[src/rmt_pkg.sv]
// constants, types and helpers for the ram march self-test engine
// Operation
// - March C runs six elements holding ten operations over the range.
// - each element finishes all operations on one cell before moving on, covering all.
// - March C writes zero everywhere, then ascends reading zero and writing one.
// - third March C element ascends, reads ones, writes zeros.
// - two descending passes (r0,w1 then r1,w0), then a final read of zeros.
// - any read differing from the expected pattern is flagged as a failure.
// - March X runs four elements: w0, up r0 w1, down r1 w0, r0.
// - March X is shorter, catching stuck-at, transition, inversion coupling, decoder faults.
// - the run overwrites every cell in range and never restores them.
// - any sub-range of the memory may be tested.
// - every memory access is one byte wide.
// - a one-byte range is accepted; longer ranges are advised for coverage.
// - status is 0 on pass, 1 on mismatch or invalid range.
// - a run covers at most 65535 bytes, so a whole-memory run is not possible.
package rmt_pkg;
    localparam int          ADDR_W    = 16;
    localparam int          LEN_W     = 16;
    localparam logic [16:0] MEM_BYTES = 17'h10000;
    localparam logic [7:0]  PAT_ZERO  = 8'h00;
    localparam logic [7:0]  PAT_ONE   = 8'hff;
    localparam logic [2:0]  LAST_C    = 3'h5;
    localparam logic [2:0]  LAST_X    = 3'h3;
    localparam logic [7:0]  STAT_PASS = 8'h00;
    localparam logic [7:0]  STAT_FAIL = 8'h01;

    typedef enum logic { MODE_MARCH_C, MODE_MARCH_X } rmt_mode_t;

    typedef struct packed {
        logic              start;
        rmt_mode_t         mode;
        logic [ADDR_W-1:0] start_addr;
        logic [LEN_W-1:0]  length;
    } rmt_cmd_t;

    typedef struct packed {
        logic              en;
        logic              we;
        logic [ADDR_W-1:0] addr;
        logic [7:0]        wdata;
    } rmt_mem_req_t;

    typedef struct packed {
        logic do_read;
        logic rd_one;
        logic do_write;
        logic wr_one;
        logic down;
    } rmt_elem_t;

    // march X reuses the C elements 0, 1, 4 and 5
    function automatic rmt_elem_t elem_desc(rmt_mode_t m, logic [2:0] i);
        logic [2:0] k;
        rmt_elem_t  d;
        k = i;
        if (m == MODE_MARCH_X) begin
            case (i)
                3'h2:    k = 3'h4;
                3'h3:    k = 3'h5;
                default: k = i;
            endcase
        end
        case (k)
            3'h0:    d = '{1'b0, 1'b0, 1'b1, 1'b0, 1'b0};
            3'h1:    d = '{1'b1, 1'b0, 1'b1, 1'b1, 1'b0};
            3'h2:    d = '{1'b1, 1'b1, 1'b1, 1'b0, 1'b0};
            3'h3:    d = '{1'b1, 1'b0, 1'b1, 1'b1, 1'b1};
            3'h4:    d = '{1'b1, 1'b1, 1'b1, 1'b0, 1'b1};
            default: d = '{1'b1, 1'b0, 1'b0, 1'b0, 1'b1};
        endcase
        return d;
    endfunction : elem_desc

    function automatic logic [7:0] pattern(logic one);
        return one ? PAT_ONE : PAT_ZERO;
    endfunction : pattern
endpackage : rmt_pkg

[src/rmt_engine.sv]
// march c / march x self-test engine driving a byte-wide synchronous sram
`timescale 1ns/100ps
module rmt_engine import rmt_pkg::*; (
    // clock and reset
    input  wire logic         core_clk,
    input  wire logic         nrst,
    // controller side
    input  wire rmt_cmd_t     cmd,
    output logic              busy,
    output logic              done,
    output logic [7:0]        status,
    // sram under test
    output rmt_mem_req_t      mem_req,
    input  wire logic [7:0]   mem_rdata
);
    typedef enum logic [2:0] { S_IDLE, S_ENTRY, S_READ, S_WAIT, S_CMP, S_WRITE, S_ADV,
                               S_DONE } rmt_state_t;

    rmt_state_t        state_reg, state_next;
    rmt_mode_t         mode_reg;
    logic [ADDR_W-1:0] base_reg;
    logic [LEN_W-1:0]  len_reg;
    logic [LEN_W-1:0]  off_reg;
    logic [2:0]        elem_reg;
    logic              fail_reg;
    logic              busy_reg;
    logic              done_reg;
    logic [7:0]        status_reg;
    rmt_mem_req_t      mem_reg;
    rmt_elem_t         desc;
    logic              bad_range;
    logic              last_cell;
    logic              last_elem;
    logic              mismatch;
    logic [ADDR_W-1:0] cell_addr;
    logic [16:0]       range_end;

    assign desc      = elem_desc(mode_reg, elem_reg);
    assign range_end = {1'b0, cmd.start_addr} + {1'b0, cmd.length};
    assign bad_range = (cmd.length == '0) || (range_end > MEM_BYTES);
    assign last_cell = (off_reg == len_reg - 16'h0001);
    assign last_elem = (elem_reg == ((mode_reg == MODE_MARCH_C) ? LAST_C : LAST_X));
    assign mismatch  = (mem_rdata != pattern(desc.rd_one));
    // descending elements walk from the top of the range down
    assign cell_addr = desc.down ? ADDR_W'(base_reg + len_reg - 16'h0001 - off_reg)
                                 : ADDR_W'(base_reg + off_reg);

    always_comb begin
        state_next = state_reg;
        case (state_reg)
            S_IDLE:  if (cmd.start) state_next = bad_range ? S_DONE : S_ENTRY;
            S_ENTRY: state_next = desc.do_read ? S_READ : S_WRITE;
            S_READ:  state_next = S_WAIT;
            S_WAIT:  state_next = S_CMP;
            // a mismatch ends the run early: the verdict cannot change afterwards
            S_CMP:   state_next = mismatch ? S_DONE : (desc.do_write ? S_WRITE : S_ADV);
            S_WRITE: state_next = S_ADV;
            S_ADV:   state_next = (last_cell && last_elem) ? S_DONE : S_ENTRY;
            S_DONE:  state_next = S_IDLE;
            default: state_next = S_IDLE;
        endcase
    end

    always_ff @(posedge core_clk or negedge nrst) begin
        if (!nrst) state_reg <= S_IDLE;
        else       state_reg <= state_next;
    end

    // command capture; the operands are held so the controller may change them mid-run
    always_ff @(posedge core_clk or negedge nrst) begin
        if (!nrst) begin
            mode_reg <= MODE_MARCH_C;
            base_reg <= '0;
            len_reg  <= '0;
        end else if (state_reg == S_IDLE && cmd.start) begin
            mode_reg <= cmd.mode;
            base_reg <= cmd.start_addr;
            len_reg  <= cmd.length;
        end
    end

    // cell and element walk
    always_ff @(posedge core_clk or negedge nrst) begin
        if (!nrst) begin
            off_reg  <= '0;
            elem_reg <= '0;
        end else if (state_reg == S_IDLE) begin
            off_reg  <= '0;
            elem_reg <= '0;
        end else if (state_reg == S_ADV) begin
            if (last_cell) begin
                off_reg  <= '0;
                // the index stops on the last element so the pass check still sees it
                if (!last_elem) elem_reg <= elem_reg + 3'h1;
            end else begin
                off_reg  <= off_reg + 16'h0001;
            end
        end
    end

    // sram request; contents are left with the final pattern, never restored
    always_ff @(posedge core_clk or negedge nrst) begin
        if (!nrst) begin
            mem_reg <= '0;
        end else begin
            mem_reg.en    <= (state_reg == S_READ) || (state_reg == S_WRITE);
            mem_reg.we    <= (state_reg == S_WRITE);
            mem_reg.addr  <= cell_addr;
            mem_reg.wdata <= pattern(desc.wr_one);
        end
    end

    // verdict
    always_ff @(posedge core_clk or negedge nrst) begin
        if (!nrst) begin
            fail_reg <= 1'b0;
        end else if (state_reg == S_IDLE && cmd.start) begin
            fail_reg <= bad_range;
        end else if (state_reg == S_CMP && mismatch) begin
            fail_reg <= 1'b1;
        end
    end

    always_ff @(posedge core_clk or negedge nrst) begin
        if (!nrst) begin
            busy_reg   <= 1'b0;
            done_reg   <= 1'b0;
            status_reg <= STAT_PASS;
        end else begin
            done_reg <= (state_reg == S_DONE);
            if (state_reg == S_IDLE && cmd.start) begin
                busy_reg <= 1'b1;
            end else if (state_reg == S_DONE) begin
                busy_reg   <= 1'b0;
                status_reg <= fail_reg ? STAT_FAIL : STAT_PASS;
            end
        end
    end

    assign busy    = busy_reg;
    assign done    = done_reg;
    assign status  = status_reg;
    assign mem_req = mem_reg;

    AST_START_BUSY: assert property (@(posedge core_clk) disable iff (!nrst)
        (state_reg == S_IDLE && cmd.start) |=> busy)
        else $error("busy not raised after start");

    AST_DONE_PULSE: assert property (@(posedge core_clk) disable iff (!nrst)
        done |-> !busy ##1 !done)
        else $error("done longer than one cycle or busy still high");

    AST_BAD_RANGE: assert property (@(posedge core_clk) disable iff (!nrst)
        (state_reg == S_IDLE && cmd.start && bad_range)
        |=> !mem_req.en ##1 (done && status == STAT_FAIL && !mem_req.en))
        else $error("bad range not failed at once");

    AST_BYTE_PATTERN: assert property (@(posedge core_clk) disable iff (!nrst)
        // odd elements write ones in both modes, even ones write zeros
        mem_req.we |-> (mem_req.wdata == (elem_reg[0] ? PAT_ONE : PAT_ZERO)))
        else $error("write data not a byte pattern");

    AST_MISMATCH_FAILS: assert property (@(posedge core_clk) disable iff (!nrst)
        (state_reg == S_CMP && mismatch) |=> ##1 (done && status == STAT_FAIL))
        else $error("mismatch not reported");

    AST_IN_RANGE: assert property (@(posedge core_clk) disable iff (!nrst)
        mem_req.en |-> (mem_req.addr >= base_reg &&
                        {1'b0, mem_req.addr} < {1'b0, base_reg} + {1'b0, len_reg}))
        else $error("access outside the tested range");

    AST_READ_THEN_WRITE: assert property (@(posedge core_clk) disable iff (!nrst)
        (state_reg == S_CMP && !mismatch && desc.do_write)
        |=> ##1 (mem_req.en && mem_req.we && mem_req.addr == $past(mem_req.addr, 3)))
        else $error("write did not follow read on the same cell");

    AST_FIRST_ZERO: assert property (@(posedge core_clk) disable iff (!nrst)
        (mem_req.en && elem_reg == 3'h0) |-> (mem_req.we && mem_req.wdata == PAT_ZERO))
        else $error("first element not write zero");

    AST_ELEM_COUNT: assert property (@(posedge core_clk) disable iff (!nrst)
        (state_reg == S_DONE && !fail_reg)
        |-> elem_reg == ((mode_reg == MODE_MARCH_C) ? LAST_C : LAST_X))
        else $error("pass reported before all elements");

    AST_DOWN_START: assert property (@(posedge core_clk) disable iff (!nrst)
        (state_reg == S_READ && desc.down && off_reg == '0)
        |=> mem_req.addr == ADDR_W'(base_reg + len_reg - 16'h0001))
        else $error("descending pass not started at top");

    AST_BUSY_ENDS: assert property (@(posedge core_clk) disable iff (!nrst)
        $fell(busy) |-> done)
        else $error("busy dropped without done");

    AST_DONE_AFTER_RUN: assert property (@(posedge core_clk) disable iff (!nrst)
        done |-> $past(busy))
        else $error("done without a run");

    AST_STATUS_HOLDS: assert property (@(posedge core_clk) disable iff (!nrst)
        !done |-> $stable(status))
        else $error("status changed outside done");

    AST_IDLE_QUIET: assert property (@(posedge core_clk) disable iff (!nrst)
        !busy |-> !mem_req.en)
        else $error("memory access while not busy");

    AST_ONE_CYCLE_ACCESS: assert property (@(posedge core_clk) disable iff (!nrst)
        mem_req.en |=> !mem_req.en)
        else $error("access strobe longer than one cycle");

    // element 2 reads ones in both modes, ascending for c, descending for x
    AST_C_THIRD_UP: assert property (@(posedge core_clk) disable iff (!nrst)
        (state_reg == S_READ && mode_reg == MODE_MARCH_C && elem_reg == 3'h2)
        |-> (desc.rd_one && !desc.down && desc.do_write && !desc.wr_one))
        else $error("third march c element wrong");

    AST_X_THIRD_DOWN: assert property (@(posedge core_clk) disable iff (!nrst)
        (state_reg == S_READ && mode_reg == MODE_MARCH_X && elem_reg == 3'h2)
        |-> (desc.rd_one && desc.down && desc.do_write && !desc.wr_one))
        else $error("third march x element wrong");
endmodule : rmt_engine

[config.mk]
export PLATFORM = sky130hd
export DESIGN_NAME = rmt_engine
export DESIGN_NICKNAME = d
export VERILOG_FILES = /design/src/rmt_pkg.sv /design/src/rmt_engine.sv
export SDC_FILE = /design/constraint.sdc
export NUM_CORES = 1
export LEC_CHECK = 0
export CAP_MARGIN = 25
export CORE_MARGIN = 2
export CORE_UTILIZATION = 55
export CTS_BUF_LIST = sky130_fd_sc_hd__clkbuf_8 sky130_fd_sc_hd__clkbuf_16
export DETAILED_ROUTE_END_ITERATION = 7
export DONT_BUFFER_PORTS = 1
export PLACE_DENSITY_LB_ADDON = 0.15
export SYNTH_ARGS = -nofsm -noshare
export SYNTH_HDL_FRONTEND = slang
export SYNTH_SLANG_ARGS = --single-unit
export TNS_END_PERCENT = 1
[constraint.sdc]
create_clock -name core_clk -period 5.6 [get_ports core_clk]
set_clock_uncertainty 0.15 [all_clocks]
set_input_delay 0.28 -clock core_clk [delete_from_list [all_inputs] [get_ports core_clk]]
set_output_delay 0.28 -clock core_clk [all_outputs]
set_load 0.01 [all_outputs]
* Yosys cells after proc, flatten, opt, wreduce, memory -nomap -nowiden
Index checks and enable logic that the tools add are counted.
** Storage, ports and cells
- Register bits :: 92
- Logic and storage cells :: 82
** Cells by class
- Multiplexer cells :: 26
- $lt $le $gt $ge :: 1
- Equality and inequality tests :: 18
- Bitwise logic cells :: 1
- Reduce and logical (&&, ||, !) cells :: 14
- Add/subtract/negate cells :: 8
** Operator list (count)
- $mux 16 :: 4
- $add 16x16->16 :: 2
- $sub 16x1->16 const B :: 2
- $mux 3 :: 10
- $pmux 5 s5 :: 1
- $pmux 3 s8 :: 1
- $eq 3x2->1 const B :: 6
- $add 16x16->17 :: 1
- $gt 17x17->1 const B :: 1
- $add 16x1->16 const B :: 1
- $eq 16x16->1 :: 1
- $logic_not 16->1 :: 1
- $mux 8 :: 2
- $sub 16x16->16 :: 1
- $eq 3x3->1 const B :: 5
- $ne 8x8->1 :: 1
- $reduce_bool 2->1 :: 4
- $eq 3x1->1 const B :: 2
- $logic_not 3->1 :: 2
- $pmux 3 s2 :: 1
- $mux 1 :: 5
- $mux 2 :: 2
- $add 3x1->3 const B :: 1
- $eq 3x3->1 :: 1
- 7 further kinds :: 10

* Depth between registers and ports, before layout
Gate-level depths: netlist (run 1).
- Depth after elaboration :: 10
- Depth in mapped cells :: 15
- Depth with buffers taken out :: 15

* Least setup slack after synthesis (run 1)
Ideal clock, no wire load.
- Path type :: register -> register
- Start :: register base_reg[1]
- End :: register mem_reg, in the netlist mem_req[23]
- Required time :: 5.325 ns
- Arrival time :: 2.949 ns
- Library setup time :: 0.125 ns
- Stages on the path, launching flop included :: 16
- Slack :: 2.376 ns
- Cells stage by stage :: dfrtp_1 inv_1 fa_1 inv_1 ha_1 inv_1 fa_1 nand2b_1 a21oi_1 o41ai_1 o21ai_0 o41ai_1 o21ai_0 xnor2_1 o22ai_1 xnor2_1
** On the way
- Cells in the longest elaborated chain, start to end :: 4
- Elaborated cells on any way between the ends :: 5
** RTL lines
- from (decl) :: RTL line rmt_engine.sv:21 : logic [ADDR_W-1:0] base_reg;
- from (signal assigned) :: RTL line rmt_engine.sv:77 : base_reg <= cmd.start_addr;
- $add 16x16->16 :: RTL line rmt_engine.sv:45 : assign cell_addr = desc.down ? ADDR_W'(base_reg + len_reg - 16'h0001 - off_reg)
- $sub 16x1->16 :: RTL line rmt_engine.sv:45
- $sub 16x16->16 :: RTL line rmt_engine.sv:45
- $mux 16 (*) :: RTL line rmt_engine.sv:45
- via cell_addr[15] :: RTL line rmt_engine.sv:35 : logic [ADDR_W-1:0] cell_addr;
- to (decl) :: RTL line rmt_engine.sv:29 : rmt_mem_req_t mem_reg;
The timed path passes the listed nets; every way through them passes the cells marked *.
A chain may end at the register's enable or synchronous reset.

* Final worst setup path (run 1)
Ends and elaborated chain as after synthesis.

==> flow_metrics.tcl, run 1 <==
set metrics [dict create \
    outcome "complete, no violations" \
    routedWlPerCell_um 16.73 \
    worst_setup_path_startpoint "base_reg[1]" \
    post_synth.cell_area_avg_um2 8.284 \
    worst-setup-path-type "flip-flop to flip-flop" \
    timing.critical_path.from_type "flip-flop" \
    worst_ep_arrival_time_ns 3.76 \
    htree_num_levels 3 \
    dr.pass1.iters 5 \
    netlist-cell-type-count 64 \
    nFillCells 1013 \
    area_after_dpl_um2 6864 \
    rr_worst_depth 15 \
    setup.reg_to_reg.worst_slack_ns 1.92 \
    initial_utilization_pct 56.52 \
    timing_max_transition_violations_final 0 \
    ios 80 \
    clock_tree.buffer_depth 2 \
    post-cts-setup-buffers 0 \
    num_antenna_cells 0 \
    worstReg2RegStart "base_reg[1]" \
    synthToLayoutAreaGrowth_pct 10.85 \
    tritoncts "built" \
    grt_start_max_net_pins 79 \
    rsz0062_at_grt "no" \
    mappedNetlistArea_um2 6818 \
    largest_register_ffs 19 \
    synth_sequential_area_ratio_pct 28.63 \
    worstPathMaxFanout 3 \
    cts_repair_resize_count 0 \
    synth_async_sr_flop_share_pct 100.0 \
    vdd_drop_max_uv 129.0 \
    setup_total_negative_slack_ns 0 \
    required_time_of_the_worst_setup_path_ns 5.68 \
    drv_cap 0 \
    cellLeakagePower_nw 3.290 \
    gpl.final_weighted_congestion 0.9497 \
    drc_errors 0 \
    total_number_of_clock_tree_sinks 78 \
    drt.antenna.violating_nets 0 \
    hold_viol_final 0 \
    power_density_nw_per_um2 175.4 \
    min_period_over_period_pct 65.71 \
    design.die.area_um2 13300 \
    grt_overflow 0 \
    worst_setup_path_end_kind "flip-flop" \
    final_common_cell "inv_1" \
    fmax_ghz 0.2717 \
    die_w_um 115.3 \
    totalWireLength_um 16960 \
    drc_violation_total_after_the_first_tritonroute_iteration 402 \
    power_mw 1.325 \
    min-delay-path-class "primary input to flip-flop" \
    hold-worst-slack_ns 0.1803 \
    crit-reg2reg-capture "mem_req[23]" \
    grt_pass1_vias 5738 \
    floorplan.die.height_um 115.3 \
    slew_headroom_pct 31.68 \
    cts-hold-fix-buffers 36 \
    portBuffers 0 \
    wire_length_of_the_first_global_routing_pass_um 27970 \
    vias 5786 \
    fp-row-count 40 \
    track_usage_pct 26.60 \
    commonest_non_fill_non_tap_cells_in_the_layout "98 x inv_1, 78 x nand2_1, 78 x dfrtp_1" \
    drive_gt1_share_pct 3.901 \
    antenna_found_initial 0 \
    post_synth_edffs 0 \
    clock-root-buffer "clkbuf_16" \
    detail_route.vias_per_cell 5.706 \
    postSynth.topFlopCell "dfrtp_1" \
    cts-buffers-inserted 9 \
    clkSlewWorstSetupHoldPaths_ns 0.06 \
    post-route-cell-area_um2 7557 \
    core_region_area_um2 12060 \
    worstMarginPinSlew_ns 1.025 \
    dpl.hpwl_um 12770 \
    synthesis.instances 823 \
    design.final.nets 969 \
    yosys_warnings 0 \
    finalWorstPathRequiredPeriod_ns 3.680 \
    final_core_utilization_pct 62.66 \
    clkLatencyLatePin_ns 0.34 \
    critical_path_endpoint "mem_req[23]" \
    setup_viol 0 \
    number_of_flip_flops_and_latches_in_the_synthesized_netlist 78 \
]
-- cell type report --
class | instances | area (µm²) | share of cell area [%]
Clock inverter | 7 | 90.09 | 1.192
Inverter | 97 | 364.1 | 4.818
Sequential cell | 78 | 1952 | 25.83
Tap cell | 168 | 210.2 | 2.781
Clock buffer | 9 | 225.2 | 2.980
Timing Repair Buffer | 37 | 385.4 | 5.099
Multi-Input combinational cell | 618 | 4330 | 57.30
-- worst min-delay path by stage --
stage	startpoint	endpoint	cells after the start
finish	cmd[33]	busy	2
global route	cmd[33]	busy	2
CTS	cmd[33]	busy	2
detailed placement	nrst	mem_req[10]	0
global placement	nrst	mem_req[10]	0
floorplan	nrst	base_reg[0]	0
-- critical path, cell delays in order (launching register included) --
cell and delay (ns):
dfrtp_1 0.37, inv_1 0.11, fa_1 0.54, inv_1 0.04, ha_1 0.22, inv_1 0.07
fa_1 0.17, nand2b_1 0.15, a21oi_1 0.13, o41ai_1 0.28, o21ai_0 0.20, o41ai_1 0.44
o21ai_0 0.21, xnor2_1 0.21, o22ai_1 0.13, xnor2_1 0.13
-- cell families (layout without fill, tap and decap cells) --
family / count (synthesis) / in the layout / share of synthesized area, %
AND/OR/NAND/NOR: 260 / 260 / 18.54
AO/OA/AOI/OAI: 199 / 199 / 18.33
buffers and inverters: 133 / 150 / 8.203
adder cells (fa/ha/maj): 84 / 84 / 17.40
flip-flops: 78 / 78 / 28.63
XOR/XNOR: 64 / 64 / 8.222
multiplexers: 4 / 4 / 0.6240
other: 1 / 7 / 0.05500
-- Yosys cell counts (6+ instances only) --
library cell | instances | area, µm²
xor2_1 | 18 | 157.7
nor4_1 | 12 | 75.07
nor2b_1 | 9 | 56.30
ha_1 | 66 | 825.8
nor2_1 | 61 | 229.0
nand2b_1 | 13 | 81.33
o21ai_0 | 77 | 385.4
nand2_1 | 78 | 292.8
clkbuf_1 | 18 | 67.56
a21o_1 | 7 | 52.55
and3_1 | 6 | 37.54
buf_4 | 15 | 112.6
inv_1 | 97 | 364.1
o21a_1 | 10 | 75.07
a21oi_1 | 44 | 220.2
xnor2_1 | 46 | 402.9
dfrtp_1 | 78 | 1952
fa_1 | 18 | 360.4
nand3_1 | 24 | 120.1
nor3_1 | 21 | 105.1
nand4_1 | 6 | 37.54
or3_1 | 9 | 56.30
-- per-layer routing --
layer  vias to the layer above  share of wire, %  GRT usage [%]
li1                       2831                 -              -
met1                      2756                48          37.52
met2                       171                45          41.36
met3                        28               5.1          5.008
met4                         0               2.1          8.594
met5                         -                 0              0
-- through the flow --
step	worst slack, ns	std cells
2_1_floorplan	2.376	829
3_3_place_gp	2.042	962
3_5_place_dp	1.918	962
4_1_cts	1.904	1014
5_1_grt	1.569	1014
6_report	1.920	1014
-- report_power, final --
part	switching, mW	leakage, nW	total (mW)	internal (mW)
clock	0.242	0.157	0.630	0.388
combinational	0.0716	2.24	0.132	0.0602
sequential	0	0.898	0.564	0.564
Note: power is estimated with default switching activity, not from simulation.
==> run 2: changes to the inputs <==
==> constraint.sdc (replaced) <==
create_clock -name core_clk -period 3.1 [get_ports core_clk]
set_clock_uncertainty 0.15 [all_clocks]
set_input_delay 0.155 -clock core_clk [delete_from_list [all_inputs] [get_ports core_clk]]
set_output_delay 0.155 -clock core_clk [all_outputs]
set_load 0.01 [all_outputs]
==> run 2 against run 1 <==
Combinational power is 83% higher. Core utilization rose by 5.3 points. Cell area up 8.5%. Cell count rose by 6.2%. Worst setup slack worse by 2.0 ns. Die area stayed put. Power grew 79%. Critical path depth shrank 1. Flip-flop and latch count unchanged. Clock power grew 76%. The run now ends with negative setup slack left. First-iteration DRC count grew 18%.
==> flow_metrics.tcl, run 2 (same netlist as run 1, synthesis figures left out) <==
set metrics [dict create \
    outcome "complete, but fails checks" \
    violated_checks "negative setup slack" \
    cellLeakagePower_nw 3.639 \
    antenna_found_initial 1 \
    post-route-cell-area_um2 8198 \
    worst_setup_path_end_kind "flip-flop" \
    combinational_cell_fraction_of_total_power_pct 10.2 \
    wire_length_of_the_first_global_routing_pass_um 29610 \
    area_after_dpl_um2 7351 \
    commonest_non_fill_non_tap_cells_in_the_layout "95 x inv_1, 78 x dfrtp_1, 77 x nand2_1" \
    rsz0062_at_grt "yes" \
    fmax_ghz 0.3131 \
    vdd_drop_max_uv 267.7 \
    drive_gt1_share_pct 13.09 \
    cpPeakStageDelay_ns 0.40 \
    power.share.clock_pct 46.9 \
    floorplan.die.height_um 115.3 \
    vias 6119 \
    worst-setup-path-type "flip-flop to flip-flop" \
    drt.antenna.violating_nets 0 \
    groute.layer.met2.usage_pct 44.99 \
    power.share.sequential_pct 42.9 \
    clkLatencyLatePin_ns 0.35 \
    final_core_utilization_pct 67.97 \
    routedWlPerCell_um 16.86 \
    required_time_of_the_worst_setup_path_ns 3.22 \
    drc_violation_total_after_the_first_tritonroute_iteration 473 \
    grt.busiest_layer "met2" \
    timing.critical_path.from_type "flip-flop" \
    cts-buffers-inserted 9 \
    final_common_cell "inv_1" \
    timing.critical_path.cells "inv_2, buf_6, ha_4, or3b_4, buf_6, nor3_4, xnor2_1, nor4_2, nand3_1, a2111oi_4, buf_4, nand4_4, or2_1, a21oi_1" \
    hold_viol_final 0 \
    tritoncts "built" \
    drc_errors 0 \
    portBuffers 0 \
    setup_total_negative_slack_ns -0.7254 \
    postLayoutSetupSlackWorst_ns -0.09343 \
    total_number_of_clock_tree_sinks 78 \
    num_antenna_cells 0 \
    hold-worst-slack_ns 0.03779 \
    clkSlewWorstSetupHoldPaths_ns 0.06 \
    power_density_nw_per_um2 289.1 \
    min-delay-path-class "primary input to flip-flop" \
    slew_headroom_pct 52.35 \
    clock-root-buffer "clkbuf_16" \
    setup_viol 20 \
    dpl.hpwl_um 13610 \
    track_usage_pct 28.54 \
    design.final.nets 1032 \
    grt_pass1_vias 6103 \
    gr_util_met1_pct 38.91 \
    core_region_area_um2 12060 \
    p_switching_uw 575.6 \
    ios 80 \
    grt_start_max_net_pins 79 \
    drv_cap 0 \
    htree_num_levels 3 \
    dr.pass1.iters 5 \
    finalWorstPathRequiredPeriod_ns 3.193 \
    switching_share_pct 24.29 \
    initial_utilization_pct 56.52 \
    clock_tree.buffer_depth 2 \
    totalWireLength_um 18160 \
    critical-path-top-cell-by-count "buf_6" \
    grt_use_met3_pct 4.639 \
    largest_register_ffs 19 \
    min_period_over_period_pct 103.0 \
    synthToLayoutAreaGrowth_pct 20.24 \
    gpl.final_weighted_congestion 0.9388 \
    worstPathMaxFanout 4 \
    timing_max_transition_violations_final 0 \
    die_w_um 115.3 \
    fp-row-count 40 \
    crit_path_top_delay_cell "dfrtp_1" \
    grt_overflow 0 \
    worstMarginPinSlew_ns 0.7153 \
    worst_ep_arrival_time_ns 3.31 \
    detail_route.vias_per_cell 5.682 \
    design.die.area_um2 13300 \
    internal_power_mw 1.794 \
]
-- run 2: cell count changes in the layout (fill, tap and decap cells not counted), sizes merged --
cell	change
clkbuf	+2
bufinv	-1
buf	+63
clkinv	-2
inv	-1
clkinvlp	+2
-- run 2: path summary, 6_finish.rpt --
kind,startpoint,end,slack (ns),depth (start not counted)
min in group asynchronous,nrst,mem_req[10],0.20,2
max in group asynchronous,nrst,len_reg[10],2.27,2
worst max register to register,len_reg[1],elem_reg[1],-0.09,14
worst min-delay path,cmd[33],mode_reg,0.04,3
worst min register to register,fail_reg,status[0],0.36,1
worst max-delay path,len_reg[1],elem_reg[1],-0.09,14
-- run 2: cell type report --
class	count	area, µm²
Multi-Input combinational cell	618	4471
Fill cell	943	3864
Sequential cell	78	1952
Timing Repair Buffer	100	890.9
Inverter	97	364.1
Clock buffer	11	252.7
Tap cell	168	210.2
Clock inverter	5	57.56
-- run 2: through the flow --
step | total power, mW | setup slack [ns] | cells
2_1_floorplan | 1.183 | 0.02080 | 829
3_3_place_gp | 1.201 | -0.1192 | 1022
3_5_place_dp | 1.210 | -0.2100 | 1022
4_1_cts | 2.376 | -0.1180 | 1077
5_1_grt | 2.457 | -0.2086 | 1077
6_report | 2.370 | -0.09343 | 1077
-- run 2: worst max-delay path, delay by kind of cell (launching register included) --
kind,cells,cell delay (ns)
adders and majority gates,1,0.13
DFF,1,0.40
xor gates and xnor gates,1,0.10
buffers and inverters,4,0.53
AOI/OAI and AO/OA,2,0.41
and+or+nand+nor,6,1.40
-- run 2: per-layer routing --
layer	up-vias	wire [µm]	share of wire [%]
met4	0	619	3.4
met1	2903	8187	45
met5	-	0	0
li1	2952	-	-
met3	44	1066	5.9
met2	220	8282	46
-- run 2: what timing repair did --
item / in CTS / in global routing
endpoints found under the hold margin: 112 / 0
setup endpoints to repair: 24 / 26
gates resized for setup: 22 / 12
hold buffers: 36 / 0
setup buffers: 3 / 0
pin swaps: 14 / 6
-- run 2: power groups by stage --
stage | sequential (mW) | clock [mW] | combinational (mW)
final | 1.02 | 1.11 | 0.241
after CTS | 1.02 | 1.12 | 0.237
after detailed placement | 1.04 | 0 | 0.173
after global routing | 1.02 | 1.17 | 0.268
after global placement | 1.04 | 0 | 0.164
after floorplan | 1.04 | 0 | 0.146
==> run 3: changes to the inputs <==
--- a/config.mk
+++ b/config.mk
@@ -11,6 +11,7 @@
 export CTS_BUF_LIST = sky130_fd_sc_hd__clkbuf_8 sky130_fd_sc_hd__clkbuf_16
 export DETAILED_ROUTE_END_ITERATION = 7
 export DONT_BUFFER_PORTS = 1
+export GPL_TIMING_DRIVEN = 0
 export PLACE_DENSITY_LB_ADDON = 0.15
 export SYNTH_ARGS = -nofsm -noshare
 export SYNTH_HDL_FRONTEND = slang
==> run 3 against run 2 <==
The flow still finishes with violations (negative setup slack). Clock power about the same. Count of clock-buffer cells in the layout decreased by 1. Fmax decreased by 2.0%. Register-to-register slack worse by 0.06 ns. Via count rose by 0.47%. First-iteration DRC count rose by 13%. Cell area fell by 1.3%. Largest power group unchanged.
==> flow_metrics.tcl, run 3 (same netlist as run 1, synthesis figures left out) <==
set metrics [dict create \
    outcome "complete, but fails checks" \
    violated_checks "negative setup slack" \
    final_core_utilization_pct 67.09 \
    core_region_area_um2 12060 \
    slew_headroom_pct 44.61 \
    detail_route.vias_per_cell 5.746 \
    setup_total_negative_slack_ns -1.334 \
    timing_max_transition_violations_final 0 \
    die_w_um 115.3 \
    required_time_of_the_worst_setup_path_ns 3.23 \
    gpl.final_weighted_congestion 0.9324 \
    totalWireLength_um 18730 \
    clock-root-buffer "clkbuf_16" \
    rsz0062_at_grt "yes" \
    clkLatencyLatePin_ns 0.35 \
    num_antenna_cells 0 \
    worst_ep_arrival_time_ns 3.38 \
    worstMarginPinSlew_ns 0.8245 \
    cellLeakagePower_nw 3.531 \
    drc_errors 0 \
    final_common_cell "inv_1" \
    htree_num_levels 3 \
    dpl.hpwl_um 13590 \
    design.final.nets 1026 \
    vdd_drop_max_uv 235.7 \
    min-delay-path-class "primary input to flip-flop" \
    fp-row-count 40 \
    synthToLayoutAreaGrowth_pct 18.68 \
    clock_tree.buffer_depth 2 \
    track_usage_pct 29.07 \
    timing.critical_path.from_type "flip-flop" \
    rr_worst_depth 12 \
    design.die.area_um2 13300 \
    worst_setup_path_end_kind "flip-flop" \
    hold_viol_final 0 \
    routedWlPerCell_um 17.50 \
    clkSlewWorstSetupHoldPaths_ns 0.06 \
    drv_cap 0 \
    finalWorstPathRequiredPeriod_ns 3.257 \
    drc_violation_total_after_the_first_tritonroute_iteration 534 \
    min_period_over_period_pct 105.1 \
    portBuffers 0 \
    drt.antenna.violating_nets 0 \
    grt_overflow 0 \
    worstPathMaxFanout 8 \
    grt_start_max_net_pins 79 \
    antenna_found_initial 0 \
    worst-setup-path-type "flip-flop to flip-flop" \
    ios 80 \
    floorplan.die.height_um 115.3 \
    setup_viol 18 \
    postLayoutSetupSlackWorst_ns -0.1574 \
    power_density_nw_per_um2 291.8 \
    fmax_ghz 0.3070 \
    largest_register_ffs 19 \
    commonest_non_fill_non_tap_cells_in_the_layout "93 x inv_1, 78 x nand2_1, 72 x o21ai_0" \
    hold_depth 2 \
    detailedPlace.worstSlack_ns -0.4294 \
    total_number_of_clock_tree_sinks 78 \
    initial_utilization_pct 56.52 \
    vias 6148 \
    wire_length_of_the_first_global_routing_pass_um 30140 \
    cts-buffers-inserted 9 \
    grt_pass1_vias 6199 \
    tritoncts "built" \
    dr.pass1.iters 8 \
    drive_gt1_share_pct 12.20 \
]
## run 3: changes by cell type in the layout (fill, tap and decap cells not counted), moves of 3 or more
cell,before,now
buf_4,60,34
dfrtp_2,0,8
clkbuf_1,0,18
dfrtp_1,78,70
ha_2,0,3
ha_1,65,61
## run 3: through the flow
step	power [mW]	hold WS, ns	cells	instance area (µm²)
2_1_floorplan	1.183	-0.2906	829	6852
3_3_place_gp	1.205	-0.2881	997	7062
3_5_place_dp	1.214	-0.2882	997	7062
4_1_cts	2.359	0.03640	1063	7989
5_1_grt	2.440	0.06685	1070	8092
6_report	2.361	0.05011	1070	8092
## run 3: worst paths after layout
kind,from,slack (ns),to
min in group asynchronous,nrst,0.20,mem_req[13]
worst max register to register,len_reg[2],-0.16,elem_reg[2]
worst max-delay path,len_reg[2],-0.16,elem_reg[2]
worst min-delay path,cmd[33],0.05,busy
worst min register to register,fail_reg,0.36,status[0]
max in group asynchronous,nrst,2.26,len_reg[5]
## run 3: final cells by class
class	instances	area, µm²
Sequential cell	78	1962
Clock buffer	10	239.0
Clock inverter	5	60.06
Tap cell	168	210.2
Inverter	97	364.1
Timing Repair Buffer	58	550.5
Fill cell	981	3970
Buffer	36	205.2
Multi-Input combinational cell	618	4501
## run 3: power by group
part	internal, mW	total [mW]	switching (mW)
clock network	0.643	1.09	0.450
logic	0.114	0.250	0.136
registers	1.02	1.02	0
total	1.77	2.36	0.586
## run 3: critical path, cell delays in order, from the launching register on
cell	delay, ns
dfrtp_1	0.37
buf_4	0.15
or4_4	0.52
buf_6	0.16
or3_4	0.35
nor4_4	0.16
xnor2_1	0.17
nand3_1	0.14
a2111oi_4	0.28
buf_4	0.21
nand4_2	0.15
or2_0	0.24
a21oi_1	0.13
## run 3: timing repair
action,in CTS,in global routing
endpoints found under the hold margin,112,0
cloned,0,0
resized for setup,36,13
setup buffers,15,7
pin swaps,13,13
endpoints found under the setup margin,28,31
hold buffers,36,0
## run 3: layer usage
metal,part of all wire (%),GRT usage (%),vias to the layer above
met4,3.4,11.89,0
li1,-,-,2943
met5,0,0,-
met3,5.3,5.640,44
met1,45,38.66,2948
met2,46,46.67,213
